--- src/hw/swl_pkg.sv ---
/*
 * package of the standby wake-up level select block: register offsets,
 * field positions, selector and record codes, reset values, carrier types.
 * assumes a byte-addressed register port with 32-bit data.
 */
package swl_pkg;

	// ------------------------------------------------------------------
	// sizes
	// ------------------------------------------------------------------
	localparam int SWL_CHANS = 8;
	localparam int SWL_LANES = 4;
	localparam int SWL_AW = 8;
	localparam int SWL_DW = 32;

	// ------------------------------------------------------------------
	// register offsets (byte addresses)
	// ------------------------------------------------------------------
	localparam logic [7:0] SWL_OFS_CTRL_LOW = 8'h00;
	localparam logic [7:0] SWL_OFS_CTRL_HIGH = 8'h04;
	localparam logic [7:0] SWL_OFS_CLEAR = 8'h08;
	localparam logic [7:0] SWL_OFS_IRQ_STATUS = 8'h0c;
	localparam logic [7:0] SWL_OFS_IRQ_MASK = 8'h10;

	// ------------------------------------------------------------------
	// field positions inside one byte lane
	// ------------------------------------------------------------------
	localparam int SWL_LANE_W = 8;
	localparam int SWL_POS_EN = 0;
	localparam int SWL_POS_UNDEF = 1;
	localparam int SWL_POS_REC = 2;
	localparam int SWL_POS_SEL = 4;
	localparam int SWL_POS_ZERO = 7;

	// ------------------------------------------------------------------
	// selector and edge-record codes
	// ------------------------------------------------------------------
	typedef enum logic [2:0] {
		SWL_SEL_LOW = 3'h0,
		SWL_SEL_HIGH = 3'h1,
		SWL_SEL_FALL = 3'h2,
		SWL_SEL_RISE = 3'h3,
		SWL_SEL_BOTH = 3'h4
	} swl_sel_t;

	localparam logic [1:0] SWL_REC_NONE = 2'h0;
	localparam logic [1:0] SWL_REC_RISE = 2'h1;
	localparam logic [1:0] SWL_REC_FALL = 2'h2;

	// ------------------------------------------------------------------
	// reset values
	// ------------------------------------------------------------------
	localparam logic [2:0] SWL_RST_SEL = 3'h2;
	localparam logic SWL_RST_EN = 1'b0;
	localparam logic SWL_RST_UNDEF = 1'b0;
	localparam logic [7:0] SWL_RST_MASK = 8'h00;
	localparam logic [2:0] SWL_RST_SYNC = 3'h0;

	// ------------------------------------------------------------------
	// carriers
	// ------------------------------------------------------------------
	typedef struct packed {
		logic [SWL_AW-1:0] addr;
		logic [SWL_DW-1:0] wdata;
		logic we;
		logic re;
	} swl_bus_req_t;

	typedef struct packed {
		logic [2:0] sel;
		logic en;
	} swl_chan_cfg_t;

endpackage

--- src/hw/swl_chan.sv ---
/*
 * one wake-up channel: pin synchroniser with agreement filter, level or
 * edge detection, one request pulse per condition, edge record.
 * assumes clk, synchronised reset and clock enable from the top.
 */
`timescale 1ns/10ps
module swl_chan import swl_pkg::*; (
	input wire logic clk,
	input wire logic rst_n,
	input wire logic ce,
	input wire logic pin,
	input wire swl_chan_cfg_t cfg,
	input wire logic clr,
	output logic req,
	output logic [1:0] rec
);

	typedef struct packed {
		logic [2:0] sync;
		logic filt;
		logic lvl_prev;
		logic req;
		logic [1:0] rec;
	} swl_chan_st_t;

	swl_chan_st_t st_q;
	swl_chan_st_t st_d;

	logic new_filt;
	logic rise;
	logic fall;
	logic lvl_hit;
	logic edge_hit;

	always_comb begin
		st_d = st_q;
		st_d.sync = {st_q.sync[1:0], pin};
		// only stages two and three are looked at; stage one is metastable
		new_filt = (st_q.sync[1] == st_q.sync[2]) ? st_q.sync[2] : st_q.filt;
		st_d.filt = new_filt;
		rise = new_filt & ~st_q.filt;
		fall = ~new_filt & st_q.filt;
		lvl_hit = 1'b0;
		edge_hit = 1'b0;
		case (cfg.sel)
			SWL_SEL_LOW: lvl_hit = ~new_filt;
			SWL_SEL_HIGH: lvl_hit = new_filt;
			SWL_SEL_FALL: edge_hit = fall;
			SWL_SEL_RISE: edge_hit = rise;
			SWL_SEL_BOTH: edge_hit = rise | fall;
			default: begin
				lvl_hit = 1'b0;
				edge_hit = 1'b0;
			end
		endcase
		// level modes fire once on entry, not every cycle the level stands
		st_d.lvl_prev = cfg.en & lvl_hit;
		st_d.req = cfg.en & (edge_hit | (lvl_hit & ~st_q.lvl_prev));
		// a new edge in the clearing cycle survives the clear
		st_d.rec = clr ? SWL_REC_NONE : st_q.rec;
		if (cfg.en && cfg.sel == SWL_SEL_BOTH) begin
			if (rise) begin
				st_d.rec = st_d.rec | SWL_REC_RISE;
			end
			if (fall) begin
				st_d.rec = st_d.rec | SWL_REC_FALL;
			end
		end
	end

	always_ff @(posedge clk or negedge rst_n) begin
		if (!rst_n) begin
			st_q <= '0;
		end else if (ce) begin
			st_q <= st_d;
		end
	end

	assign req = st_q.req;
	assign rec = st_q.rec;

endmodule

--- src/hw/swl_top.sv ---
/*
 * standby wake-up level select: two control words of four channels each,
 * per-channel clear, sticky wake status with mask and one interrupt line.
 * assumes a simple register port (strobes one cycle, read data next
 * cycle), external pins asynchronous to CLK, CE gating all state but the reset synchroniser.
 */
`timescale 1ns/10ps

// Overview of operation
// - selector picks low, high, fall, rise, both
// - read-only two-bit edge record per channel
// - record valid only under either-edge selector
// - record captures edge that caused release
// - channel clear also clears edge record
// - enable zero blocks release, one allows
// - low word selectors at 30-28,22-20,14-12,6-4
// - records 27-26..3-2, enables bits 24,16,8,0
// - lane top bit zero, bit one undefined
// - high word holds channels 7-4 alike
module swl_top import swl_pkg::*; (
	input wire logic CLK,
	input wire logic RST_N,
	input wire logic CE,
	input wire logic [SWL_AW-1:0] ADDR,
	input wire logic [SWL_DW-1:0] WDATA,
	input wire logic WE,
	input wire logic RE,
	output logic [SWL_DW-1:0] RDATA,
	input wire logic [SWL_CHANS-1:0] WAKE_PIN,
	output logic [SWL_CHANS-1:0] WAKE_REQ,
	output logic IRQ
);

	// ------------------------------------------------------------------
	// reset release
	// ------------------------------------------------------------------
	logic rst_meta_q;
	logic rst_sync_q;

	// reset synchroniser stays outside CE so release is never held off
	always_ff @(posedge CLK or negedge RST_N) begin
		if (!RST_N) begin
			rst_meta_q <= 1'b0;
			rst_sync_q <= 1'b0;
		end else begin
			rst_meta_q <= 1'b1;
			rst_sync_q <= rst_meta_q;
		end
	end

	// ------------------------------------------------------------------
	// state
	// ------------------------------------------------------------------
	typedef struct packed {
		swl_chan_cfg_t [SWL_CHANS-1:0] cfg;
		logic [SWL_CHANS-1:0] undef;
		logic [SWL_CHANS-1:0] status;
		logic [SWL_CHANS-1:0] mask;
		logic [SWL_CHANS-1:0] clr;
		logic [SWL_DW-1:0] rdata;
		logic [SWL_CHANS-1:0] wake;
		logic irq;
	} swl_state_t;

	swl_state_t st_q;
	swl_state_t st_d;

	swl_bus_req_t bus;
	logic [SWL_CHANS-1:0] chan_req;
	logic [SWL_CHANS-1:0][1:0] chan_rec;

	assign bus.addr = ADDR;
	assign bus.wdata = WDATA;
	assign bus.we = WE;
	assign bus.re = RE;

	// ------------------------------------------------------------------
	// channels
	// ------------------------------------------------------------------
	generate
		for (genvar c = 0; c < SWL_CHANS; c++) begin : g_chan
			swl_chan u_chan (
				.clk(CLK),
				.rst_n(rst_sync_q),
				.ce(CE),
				.pin(WAKE_PIN[c]),
				.cfg(st_q.cfg[c]),
				.clr(st_q.clr[c]),
				.req(chan_req[c]),
				.rec(chan_rec[c])
			);
		end
	endgenerate

	// ------------------------------------------------------------------
	// lane packing
	// ------------------------------------------------------------------
	function automatic logic [SWL_LANE_W-1:0] lane_read(
		input swl_chan_cfg_t cfg,
		input logic [1:0] rec,
		input logic undef
	);
		logic [SWL_LANE_W-1:0] v;
		v = '0;
		v[SWL_POS_ZERO] = 1'b0;
		v[SWL_POS_SEL +: 3] = cfg.sel;
		v[SWL_POS_REC +: 2] = rec;
		v[SWL_POS_UNDEF] = undef;
		v[SWL_POS_EN] = cfg.en;
		return v;
	endfunction

	function automatic swl_chan_cfg_t lane_write(
		input logic [SWL_LANE_W-1:0] v
	);
		swl_chan_cfg_t cfg;
		cfg.sel = v[SWL_POS_SEL +: 3];
		cfg.en = v[SWL_POS_EN];
		return cfg;
	endfunction

	// ------------------------------------------------------------------
	// register file and event logic
	// ------------------------------------------------------------------
	logic [SWL_CHANS-1:0] wr_status_clr;
	logic [SWL_CHANS-1:0] wr_chan_clr;
	logic [SWL_DW-1:0] rd_word;
	logic hit_low;
	logic hit_high;

	always_comb begin
		st_d = st_q;
		hit_low = bus.addr == SWL_OFS_CTRL_LOW;
		hit_high = bus.addr == SWL_OFS_CTRL_HIGH;
		wr_status_clr = '0;
		wr_chan_clr = '0;
		rd_word = '0;

		// control words: each write takes both selector and enable as
		// given; ordering of selector before enable is left to software
		if (bus.we && hit_low) begin
			for (int l = 0; l < SWL_LANES; l++) begin
				st_d.cfg[l] = lane_write(bus.wdata[l*SWL_LANE_W +: SWL_LANE_W]);
			end
		end
		if (bus.we && hit_high) begin
			for (int l = 0; l < SWL_LANES; l++) begin
				st_d.cfg[SWL_LANES+l] =
					lane_write(bus.wdata[l*SWL_LANE_W +: SWL_LANE_W]);
			end
		end
		if (bus.we && bus.addr == SWL_OFS_CLEAR) begin
			wr_chan_clr = bus.wdata[SWL_CHANS-1:0];
		end
		if (bus.we && bus.addr == SWL_OFS_IRQ_STATUS) begin
			wr_status_clr = bus.wdata[SWL_CHANS-1:0];
		end
		if (bus.we && bus.addr == SWL_OFS_IRQ_MASK) begin
			st_d.mask = bus.wdata[SWL_CHANS-1:0];
		end

		// forbidden selector codes are stored as written; such a channel
		// simply never fires
		st_d.clr = wr_chan_clr;

		// sticky status: a request in the clearing cycle keeps its bit
		st_d.status = (st_q.status & ~wr_status_clr & ~wr_chan_clr) | chan_req;
		st_d.wake = chan_req;
		st_d.irq = |(st_d.status & st_d.mask);

		// read path: data valid in the cycle after the strobe only
		if (bus.re) begin
			if (hit_low) begin
				for (int l = 0; l < SWL_LANES; l++) begin
					rd_word[l*SWL_LANE_W +: SWL_LANE_W] =
						lane_read(st_q.cfg[l], chan_rec[l], st_q.undef[l]);
				end
			end else if (hit_high) begin
				for (int l = 0; l < SWL_LANES; l++) begin
					rd_word[l*SWL_LANE_W +: SWL_LANE_W] = lane_read(st_q.cfg[SWL_LANES+l],
						chan_rec[SWL_LANES+l], st_q.undef[SWL_LANES+l]);
				end
			end else if (bus.addr == SWL_OFS_IRQ_STATUS) begin
				rd_word[SWL_CHANS-1:0] = st_q.status;
			end else if (bus.addr == SWL_OFS_IRQ_MASK) begin
				rd_word[SWL_CHANS-1:0] = st_q.mask;
			end else begin
				// clear register is write-only; unmapped offsets read zero
				rd_word = '0;
			end
		end
		st_d.rdata = rd_word;
	end

	// ------------------------------------------------------------------
	// registers
	// ------------------------------------------------------------------
	always_ff @(posedge CLK or negedge rst_sync_q) begin
		if (!rst_sync_q) begin
			for (int c = 0; c < SWL_CHANS; c++) begin
				st_q.cfg[c].sel <= SWL_RST_SEL;
				st_q.cfg[c].en <= SWL_RST_EN;
			end
			st_q.undef <= {SWL_CHANS{SWL_RST_UNDEF}};
			st_q.status <= '0;
			st_q.mask <= SWL_RST_MASK;
			st_q.clr <= '0;
			st_q.rdata <= '0;
			st_q.wake <= '0;
			st_q.irq <= 1'b0;
		end else if (CE) begin
			st_q <= st_d;
		end
	end

	// ------------------------------------------------------------------
	// outputs
	// ------------------------------------------------------------------
	assign RDATA = st_q.rdata;
	assign WAKE_REQ = st_q.wake;
	assign IRQ = st_q.irq;

endmodule

--- config.mk ---
export PLATFORM = sky130hd
export DESIGN_NAME = swl_top
export DESIGN_NICKNAME = d
export VERILOG_FILES = /design/src/hw/swl_pkg.sv /design/src/hw/swl_chan.sv /design/src/hw/swl_top.sv
export SDC_FILE = /design/constraint.sdc
export NUM_CORES = 1
export LEC_CHECK = 0
export BUFFER_PORTS_ARGS = -buffer_cell sky130_fd_sc_hd__buf_2
export CAP_MARGIN = 30
export CORE_ASPECT_RATIO = 1.5
export CORE_MARGIN = 10
export CORE_UTILIZATION = 57
export CTS_CLUSTER_SIZE = 24
export DETAILED_ROUTE_END_ITERATION = 8
export PLACE_DENSITY = 0.78
export REMOVE_ABC_BUFFERS = 1
export SLEW_MARGIN = 5
export SYNTH_ARGS = -nofsm -noshare
export SYNTH_HDL_FRONTEND = slang
export SYNTH_SLANG_ARGS = --single-unit
--- constraint.sdc ---
create_clock -name CLK -period 14.42 [get_ports CLK]
set_input_delay 0.721 -clock CLK [delete_from_list [all_inputs] [get_ports CLK]]
set_output_delay 0.721 -clock CLK [all_outputs]
set_load 0.02 [all_outputs]
==> flow_summary_export.csv, run 1 <==
group,metric,value,unit
worst_hold_path,min_path_type,"input port to async pin",
logic_synthesis,synth_area_leaders,"dfrtp_1 (48%), mux2_2 (8.9%), mux2i_1 (4.3%)",
clock_network,cts_resized,0,
logic_synthesis,yosys_most_used_dff,"dfrtp_1",
layout,fillerInstances,1008,
clock_network,cts.sinks,157,
timing,tightest_slew,0.907,ns
setup_path,crit_fanout,41,
timing,drv_slew,0,
setup_path,path_class,"input port to flop",
job,maxCapViolations,0,
status,outcome,"complete, no violations",
logic_synthesis,postSynthAreaPerCell,11.3,sq um
layout,nets,790,
global_routing,grt_max_degree,81,
clock_network,cts_setup_buffers,0,
logic_synthesis,synth_area,7720,sq um
timing,hold_viol_final,0,
routing,wirelength,17000,um
floorplan,dieArea,18700,sq um
timing,fin_crit_sh,19.2,%
floorplan,rows,52,
timing,relSlewSlack,39.4,%
place,post-place-ws,11.33,ns
place,gp_congestion,0.875,
timing,period_needed,2.76,ns
setup_path,end_kind,"flop",
clock_network,cts_tree,"done",
timing,fmax,362,MHz
logic_synthesis,yosys-top-cells-count,"dfrtp_1 (149), inv_1 (67), mux2_2 (61)",
floorplan,ios,94,
setup_path,crit_chain,"buf_2 -> buf_4 -> nor3b_1 -> and4b_1 -> mux2i_1 -> o22ai_1 -> o41a_1",
logic_synthesis,synth_top_area_share,48.3,%
routing,ant_nets,0,
setup_path,required,14.71,ns
global_routing,grt_pass1_wl,27700,um
routing,vias,5218,
clock_network,cts_hold_buffers,0,
logic_synthesis,synth-edff-count,0,
clock_network,cts_inserted_buffers,17,
clock_network,h-tree-depth,4,
floorplan,die_y,163,um
logic_synthesis,ys_seq_area_share,51.0,%
floorplan,core-area,13400,sq um
routing,drc,0,
timing,tns,0,ns
clock_network,clk_latency,0.42,ns
setup_path,slowest_delay,0.61,ns
floorplan,die_w,115,um
global_routing,grt_overflow,0,
clock_network,cts.clk_slew.worst_paths,0.06,ns
pwr,power_density,126,nW/um^2
layout,syn_to_final_growth,10.8,%
setup_path,cp-start-kind,"input port",
global_routing,grtUsageTotal,18.3,%
logic_synthesis,synth_cell_types,49,
clock_network,ctsRootBufferMaster,"clkbuf_16",
layout,insertedDiodeCount,0,
logic_synthesis,synth-seq-cells,157,
pwr,ir_drop,0.0000722,V
timing,fin_worst_skew,0.00675,ns
routing,drt-initial-drc-count,359,
floorplan,initial_core_util,57.6,%
timing,fin_ws,11.66,ns
logic_synthesis,synth_top_cell_by_area,"dfrtp_1",
logic_synthesis,async_flop_share,100,%
routing,routed_via_density,5.82,
place,portBuffers,75,
timing,setup_viol,0,
routing,drt_pass1_iterations,5,
setup_path,cp.arrival,3.06,ns
global_routing,antenna_found_initial,0,
timing,rsz0062_at_grt,"no",
place,dpl.hpwl,11700,um
logic_synthesis,ys_warn_count,0,
layout,fin_util,63.9,%
pwr,p_leak,3.91,nW
logic_synthesis,syn_inst,684,
clock_network,clockBufferDepth,2,
global_routing,grt_pass1_vias,5506,
logic_synthesis,yosysMostFrequentCell,"dfrtp_1",
routing,avgRoutedWirePerCell,18.9,um
layout,drive_gt1_share,27.4,%
setup_path,cp_slowest_cell,"and4b_1",
## sequential cells by signal, indices dropped and copies added, names as in the netlist
name / count
IRQ: 1
RDATA: 26
WAKE_REQ: 8
g_chan.u_chan.rec: 16
g_chan.u_chan.req: 8
g_chan.u_chan.st_d: 16
g_chan.u_chan.st_q: 24
rst_meta_q: 1
rst_sync_q: 1
st_q: 56
## path summary, 6_finish.rpt
path | slack (ns) | from | to | depth (start not counted)
setup / recovery | 11.66 | ADDR[2] | IRQ | 7
hold / removal | 0.07 | RST_N | rst_sync_q | 1
setup reg to reg | 12.54 | g_chan[4].u_chan.st_d[7] | g_chan[4].u_chan.req | 7
hold reg to reg | 0.36 | rst_meta_q | rst_sync_q | 0
max in group asynchronous | 12.62 | rst_sync_q | st_q[91] | 2
min in group CLK | 0.36 | rst_meta_q | rst_sync_q | 0
## cell type report
cell class | count | area [sq um] | share of cell area [%]
timing repair buffer | 81 | 448 | 5.23
multi-input combinational | 397 | 3110 | 36.4
clock inverter | 12 | 145 | 1.70
inverter | 67 | 251 | 2.94
tap | 162 | 203 | 2.37
sequential | 157 | 3940 | 46.1
clock buffer | 20 | 457 | 5.33
## power breakdown
group | internal [W] | total [W] | switching, W
Sequential | 0.000468 | 0.000495 | 0.0000274
Clock | 0.000280 | 0.000455 | 0.000175
Combinational | 0.0000551 | 0.000125 | 0.0000703
Total | 0.000803 | 0.00108 | 0.000273
## per-stage QoR
stage,power (W),hold slack [ns],area [sq um],std cells
after floorplan,0.000578,0.331,7300,621
after global placement,0.000615,0.343,7910,861
after detailed placement,0.000627,0.336,7940,863
after CTS,0.00108,0.0600,8550,895
after global routing,0.00112,0.0535,8560,896
final,0.00108,0.0727,8560,896
## cells by family after synthesis
logic type                 share of synthesized area (%)
DFF                                                 51.0
and+or+nand+nor                                     9.43
AOI/OAI and AO/OA                                   10.9
muxes                                               15.1
adders and majority gates                           3.63
buffers and inverters                               8.93
other                                             0.0972
xor gates and xnor gates                           0.907
## layout by cell type (no fill, tap or decap), types with 3 or more instances in the layout
master / count
buf_2: 75
ha_1: 16
o22ai_1: 23
nand2_1: 29
dfstp_2: 8
nor3_1: 5
nand3_1: 15
nand3b_1: 4
or4_1: 4
clkinvlp_4: 4
conb_1: 7
a22o_1: 16
o21ai_0: 22
a211oi_1: 6
buf_4: 4
nor2b_1: 7
mux2i_1: 33
nor2_1: 23
bufinv_16: 3
maj3_1: 8
mux2_4: 10
a21oi_1: 37
clkbuf_16: 17
xor2_1: 8
inv_1: 67
o221ai_1: 6
o32ai_1: 13
mux2_2: 61
dfrtp_1: 148
clkinv_2: 5
nand2b_1: 18
nor3b_1: 3
or3_1: 5
## critical path: cells and delay by family
kind,cells,cell delay (ns)
AND/OR/NAND/NOR,2,1.09
AO/OA/AOI/OAI,2,0.47
buffers and inverters,2,0.39
multiplexers,1,0.36
## layer usage
layer / global-route usage, % / up-vias / part of all wire, %
li1: - / 2419 / -
met1: 21.4 / 2627 / 40
met2: 31.0 / 139 / 52
met3: 4.94 / 33 / 4.9
met4: 7.28 / 0 / 2.6
met5: 0 / - / 0
Power figures use the tool's default switching activity.
==> run 2: changes to the inputs <==
- CORE_UTILIZATION: 57 -> 53
- PLACE_DENSITY: 0.78 -> 0.77
- clock period: 14.42 -> 2.3 ns (I/O delays scaled with it)
==> run 2 against run 1 <==
Against the previous run: design area increased by 5.4%; utilization shrank 1.4 points; cell count grew 8.6%; hold slack got worse by 0.057 ns; clock skew up 0.0047 ns; first-iteration DRC count grew 6.4%; register-to-register slack got worse by 12 ns; critical endpoint is now g_chan[4].u_chan.req; non-clock buffer count up 42; critical path type is now flop to flop; flip-flop and latch count unchanged.
==> flow_summary_export.csv, run 2 (synthesis results as in run 1) <==
group,metric,value,unit
clock_network,clockBufferDepth,2,
global_routing,grt_pass1_vias,5635,
timing,period_needed,1.83,ns
job,maxCapViolations,0,
pwr,intPower,0.00509,W
clock_network,cts_resized,0,
floorplan,rows,54,
timing,tightest_slew,0.587,ns
setup_path,reg2reg_to,"g_chan[4].u_chan.req",
place,gp_congestion,0.853,
setup_path,r2r_start,"g_chan[4].u_chan.st_q[4]",
pwr,combPwrFrac,12.2,%
routing,wirelength,17300,um
global_routing,antenna_found_initial,1,
pwr,sequentialPowerShare,45.0,%
routing,vias,5374,
clock_network,ctsRootBufferMaster,"clkbuf_16",
place,dpl-instance-area,8120,sq um
setup_path,crit_family,"adder cells",
setup_path,crit_end,"g_chan[4].u_chan.req",
timing,rsz0062_at_grt,"no",
status,outcome,"complete, no violations",
timing,relSlewSlack,60.8,%
setup_path,cp-start-kind,"flop",
setup_path,path_class,"flop to flop",
floorplan,core-area,14500,sq um
clock_network,h-tree-depth,4,
routing,drt-initial-drc-count,382,
layout,most-common-layout-cells,"dfrtp_1 (148), buf_2 (74), inv_1 (67)",
global_routing,grtUsageTotal,17.7,%
routing,drc,0,
setup_path,slowest_delay,0.45,ns
pwr,power_density,761,nW/um^2
clock_network,cts_tree,"done",
timing,tns,0,ns
setup_path,required,2.61,ns
timing,setup_viol,0,
pwr,p_sw,0.00179,W
routing,ant_nets,0,
pwr,switching_share,26.0,%
timing,fmax,548,MHz
worst_hold_path,min_path_type,"input port to flop",
place,portBuffers,75,
pwr,p_leak,4.11,nW
setup_path,cp_slowest_cell,"maj3_1",
timing,hold_viol_final,0,
setup_path,reg2reg_depth,7,
pwr,clock_power_share,42.7,%
layout,final_common_cell,"dfrtp_1",
layout,largest_reg_flops,56,
setup_path,end_kind,"flop",
layout,fillerInstances,1160,
setup_path,crit_chain,"maj3_1 -> ha_1 -> mux2i_1 -> nor2_1 -> a21oi_1 -> o22ai_1 -> o21bai_1",
clock_network,cts.clk_slew.worst_paths,0.06,ns
routing,avgRoutedWirePerCell,17.8,um
timing,fin_worst_skew,0.0114,ns
clock_network,cts_hold_buffers,28,
layout,drive_gt1_share,27.7,%
clock_network,clk_latency,0.42,ns
place,dpl.hpwl,12400,um
floorplan,initial_core_util,53.4,%
layout,syn_to_final_growth,16.9,%
floorplan,dieArea,19900,sq um
timing,fin_crit_sh,79.4,%
layout,fin_area,9030,sq um
floorplan,die_w,119,um
layout,nets,832,
setup_path,path_depth,7,
global_routing,grt_max_degree,65,
clock_network,cts_inserted_buffers,17,
setup_path,cp.arrival,2.13,ns
floorplan,die_y,168,um
routing,routed_via_density,5.52,
setup_path,cp-startpoint,"g_chan[4].u_chan.st_q[4]",
global_routing,grt_pass1_wl,28900,um
setup_path,cp_num_buf_inv,0,
setup_path,crit_fanout,5,
routing,drt_pass1_iterations,4,
setup_path,r2r_slack,0.47,ns
layout,regMostFlops,"st_q",
pwr,ir_drop,0.000381,V
floorplan,ios,94,
timing,drv_slew,0,
global_routing,grt_overflow,0,
clock_network,cts_setup_buffers,0,
clock_network,cts.sinks,157,
-- run 2: worst min path at each step --
| stage | startpoint | endpoint | slack, ns | depth (start not counted) |
|---|---|---|---|---|
| 2_1_floorplan | RST_N | rst_meta_q | -0.18 | 0 |
| 3_3_place_gp | RST_N | rst_meta_q | -0.1 | 1 |
| 3_5_place_dp | RST_N | rst_meta_q | -0.1 | 1 |
| 4_1_cts | WDATA[1] | st_q[42] | 0.005 | 3 |
| 5_1_grt | WDATA[1] | st_q[50] | 0.02 | 2 |
| 6_report | WDATA[1] | st_q[42] | 0.02 | 3 |
-- run 2: area by class of cell --
class,count,area (sq um),area share (%)
multi-input combinational,397,3110,34.5
antenna,1,2.50,0.0277
inverter,67,251,2.79
tap,196,245,2.72
clock inverter,13,181,2.01
timing repair buffer,123,846,9.37
sequential,157,3940,43.7
clock buffer,19,443,4.91
-- run 2: power by group through the flow --
stage	clock [W]	sequential, W	combinational (W)
finish	0.00294	0.00309	0.000841
global route	0.00310	0.00312	0.000943
CTS	0.00298	0.00309	0.000844
detailed placement	0	0.00314	0.000803
global placement	0	0.00313	0.000750
floorplan	0	0.00313	0.000486
-- run 2: worst reg2reg max path: stages (launching register included) --
cell,delay (ns)
dfrtp_1,0.44
maj3_1,0.45
ha_1,0.26
mux2i_1,0.15
nor2_1,0.05
a21oi_1,0.14
o22ai_1,0.08
o21bai_1,0.15
-- run 2: per-stage QoR --
stage          total power, W  hold WS, ns  setup WS, ns  util [%]  instances
4_1_cts               0.00692      0.00523         0.471      62.4        972
6_report              0.00687       0.0155         0.475      62.4        973
3_5_place_dp          0.00395      -0.0974         0.231      56.2        912
2_1_floorplan         0.00362       -0.181         -2.38         -        621
5_1_grt               0.00716       0.0245         0.341      62.4        973
3_3_place_gp          0.00388      -0.0988         0.302      56.2        912
-- run 2: routing by layer --
metal | wire length [um] | global-route usage [%] | vias to the layer above | share of wire, %
met4 | 418 | 6.98 | 0 | 2.4
li1 | - | - | 2513 | -
met2 | 9130 | 30.9 | 126 | 53
met1 | 7030 | 20.4 | 2710 | 41
met5 | 0 | 0 | - | 0
met3 | 690 | 4.12 | 25 | 4.0
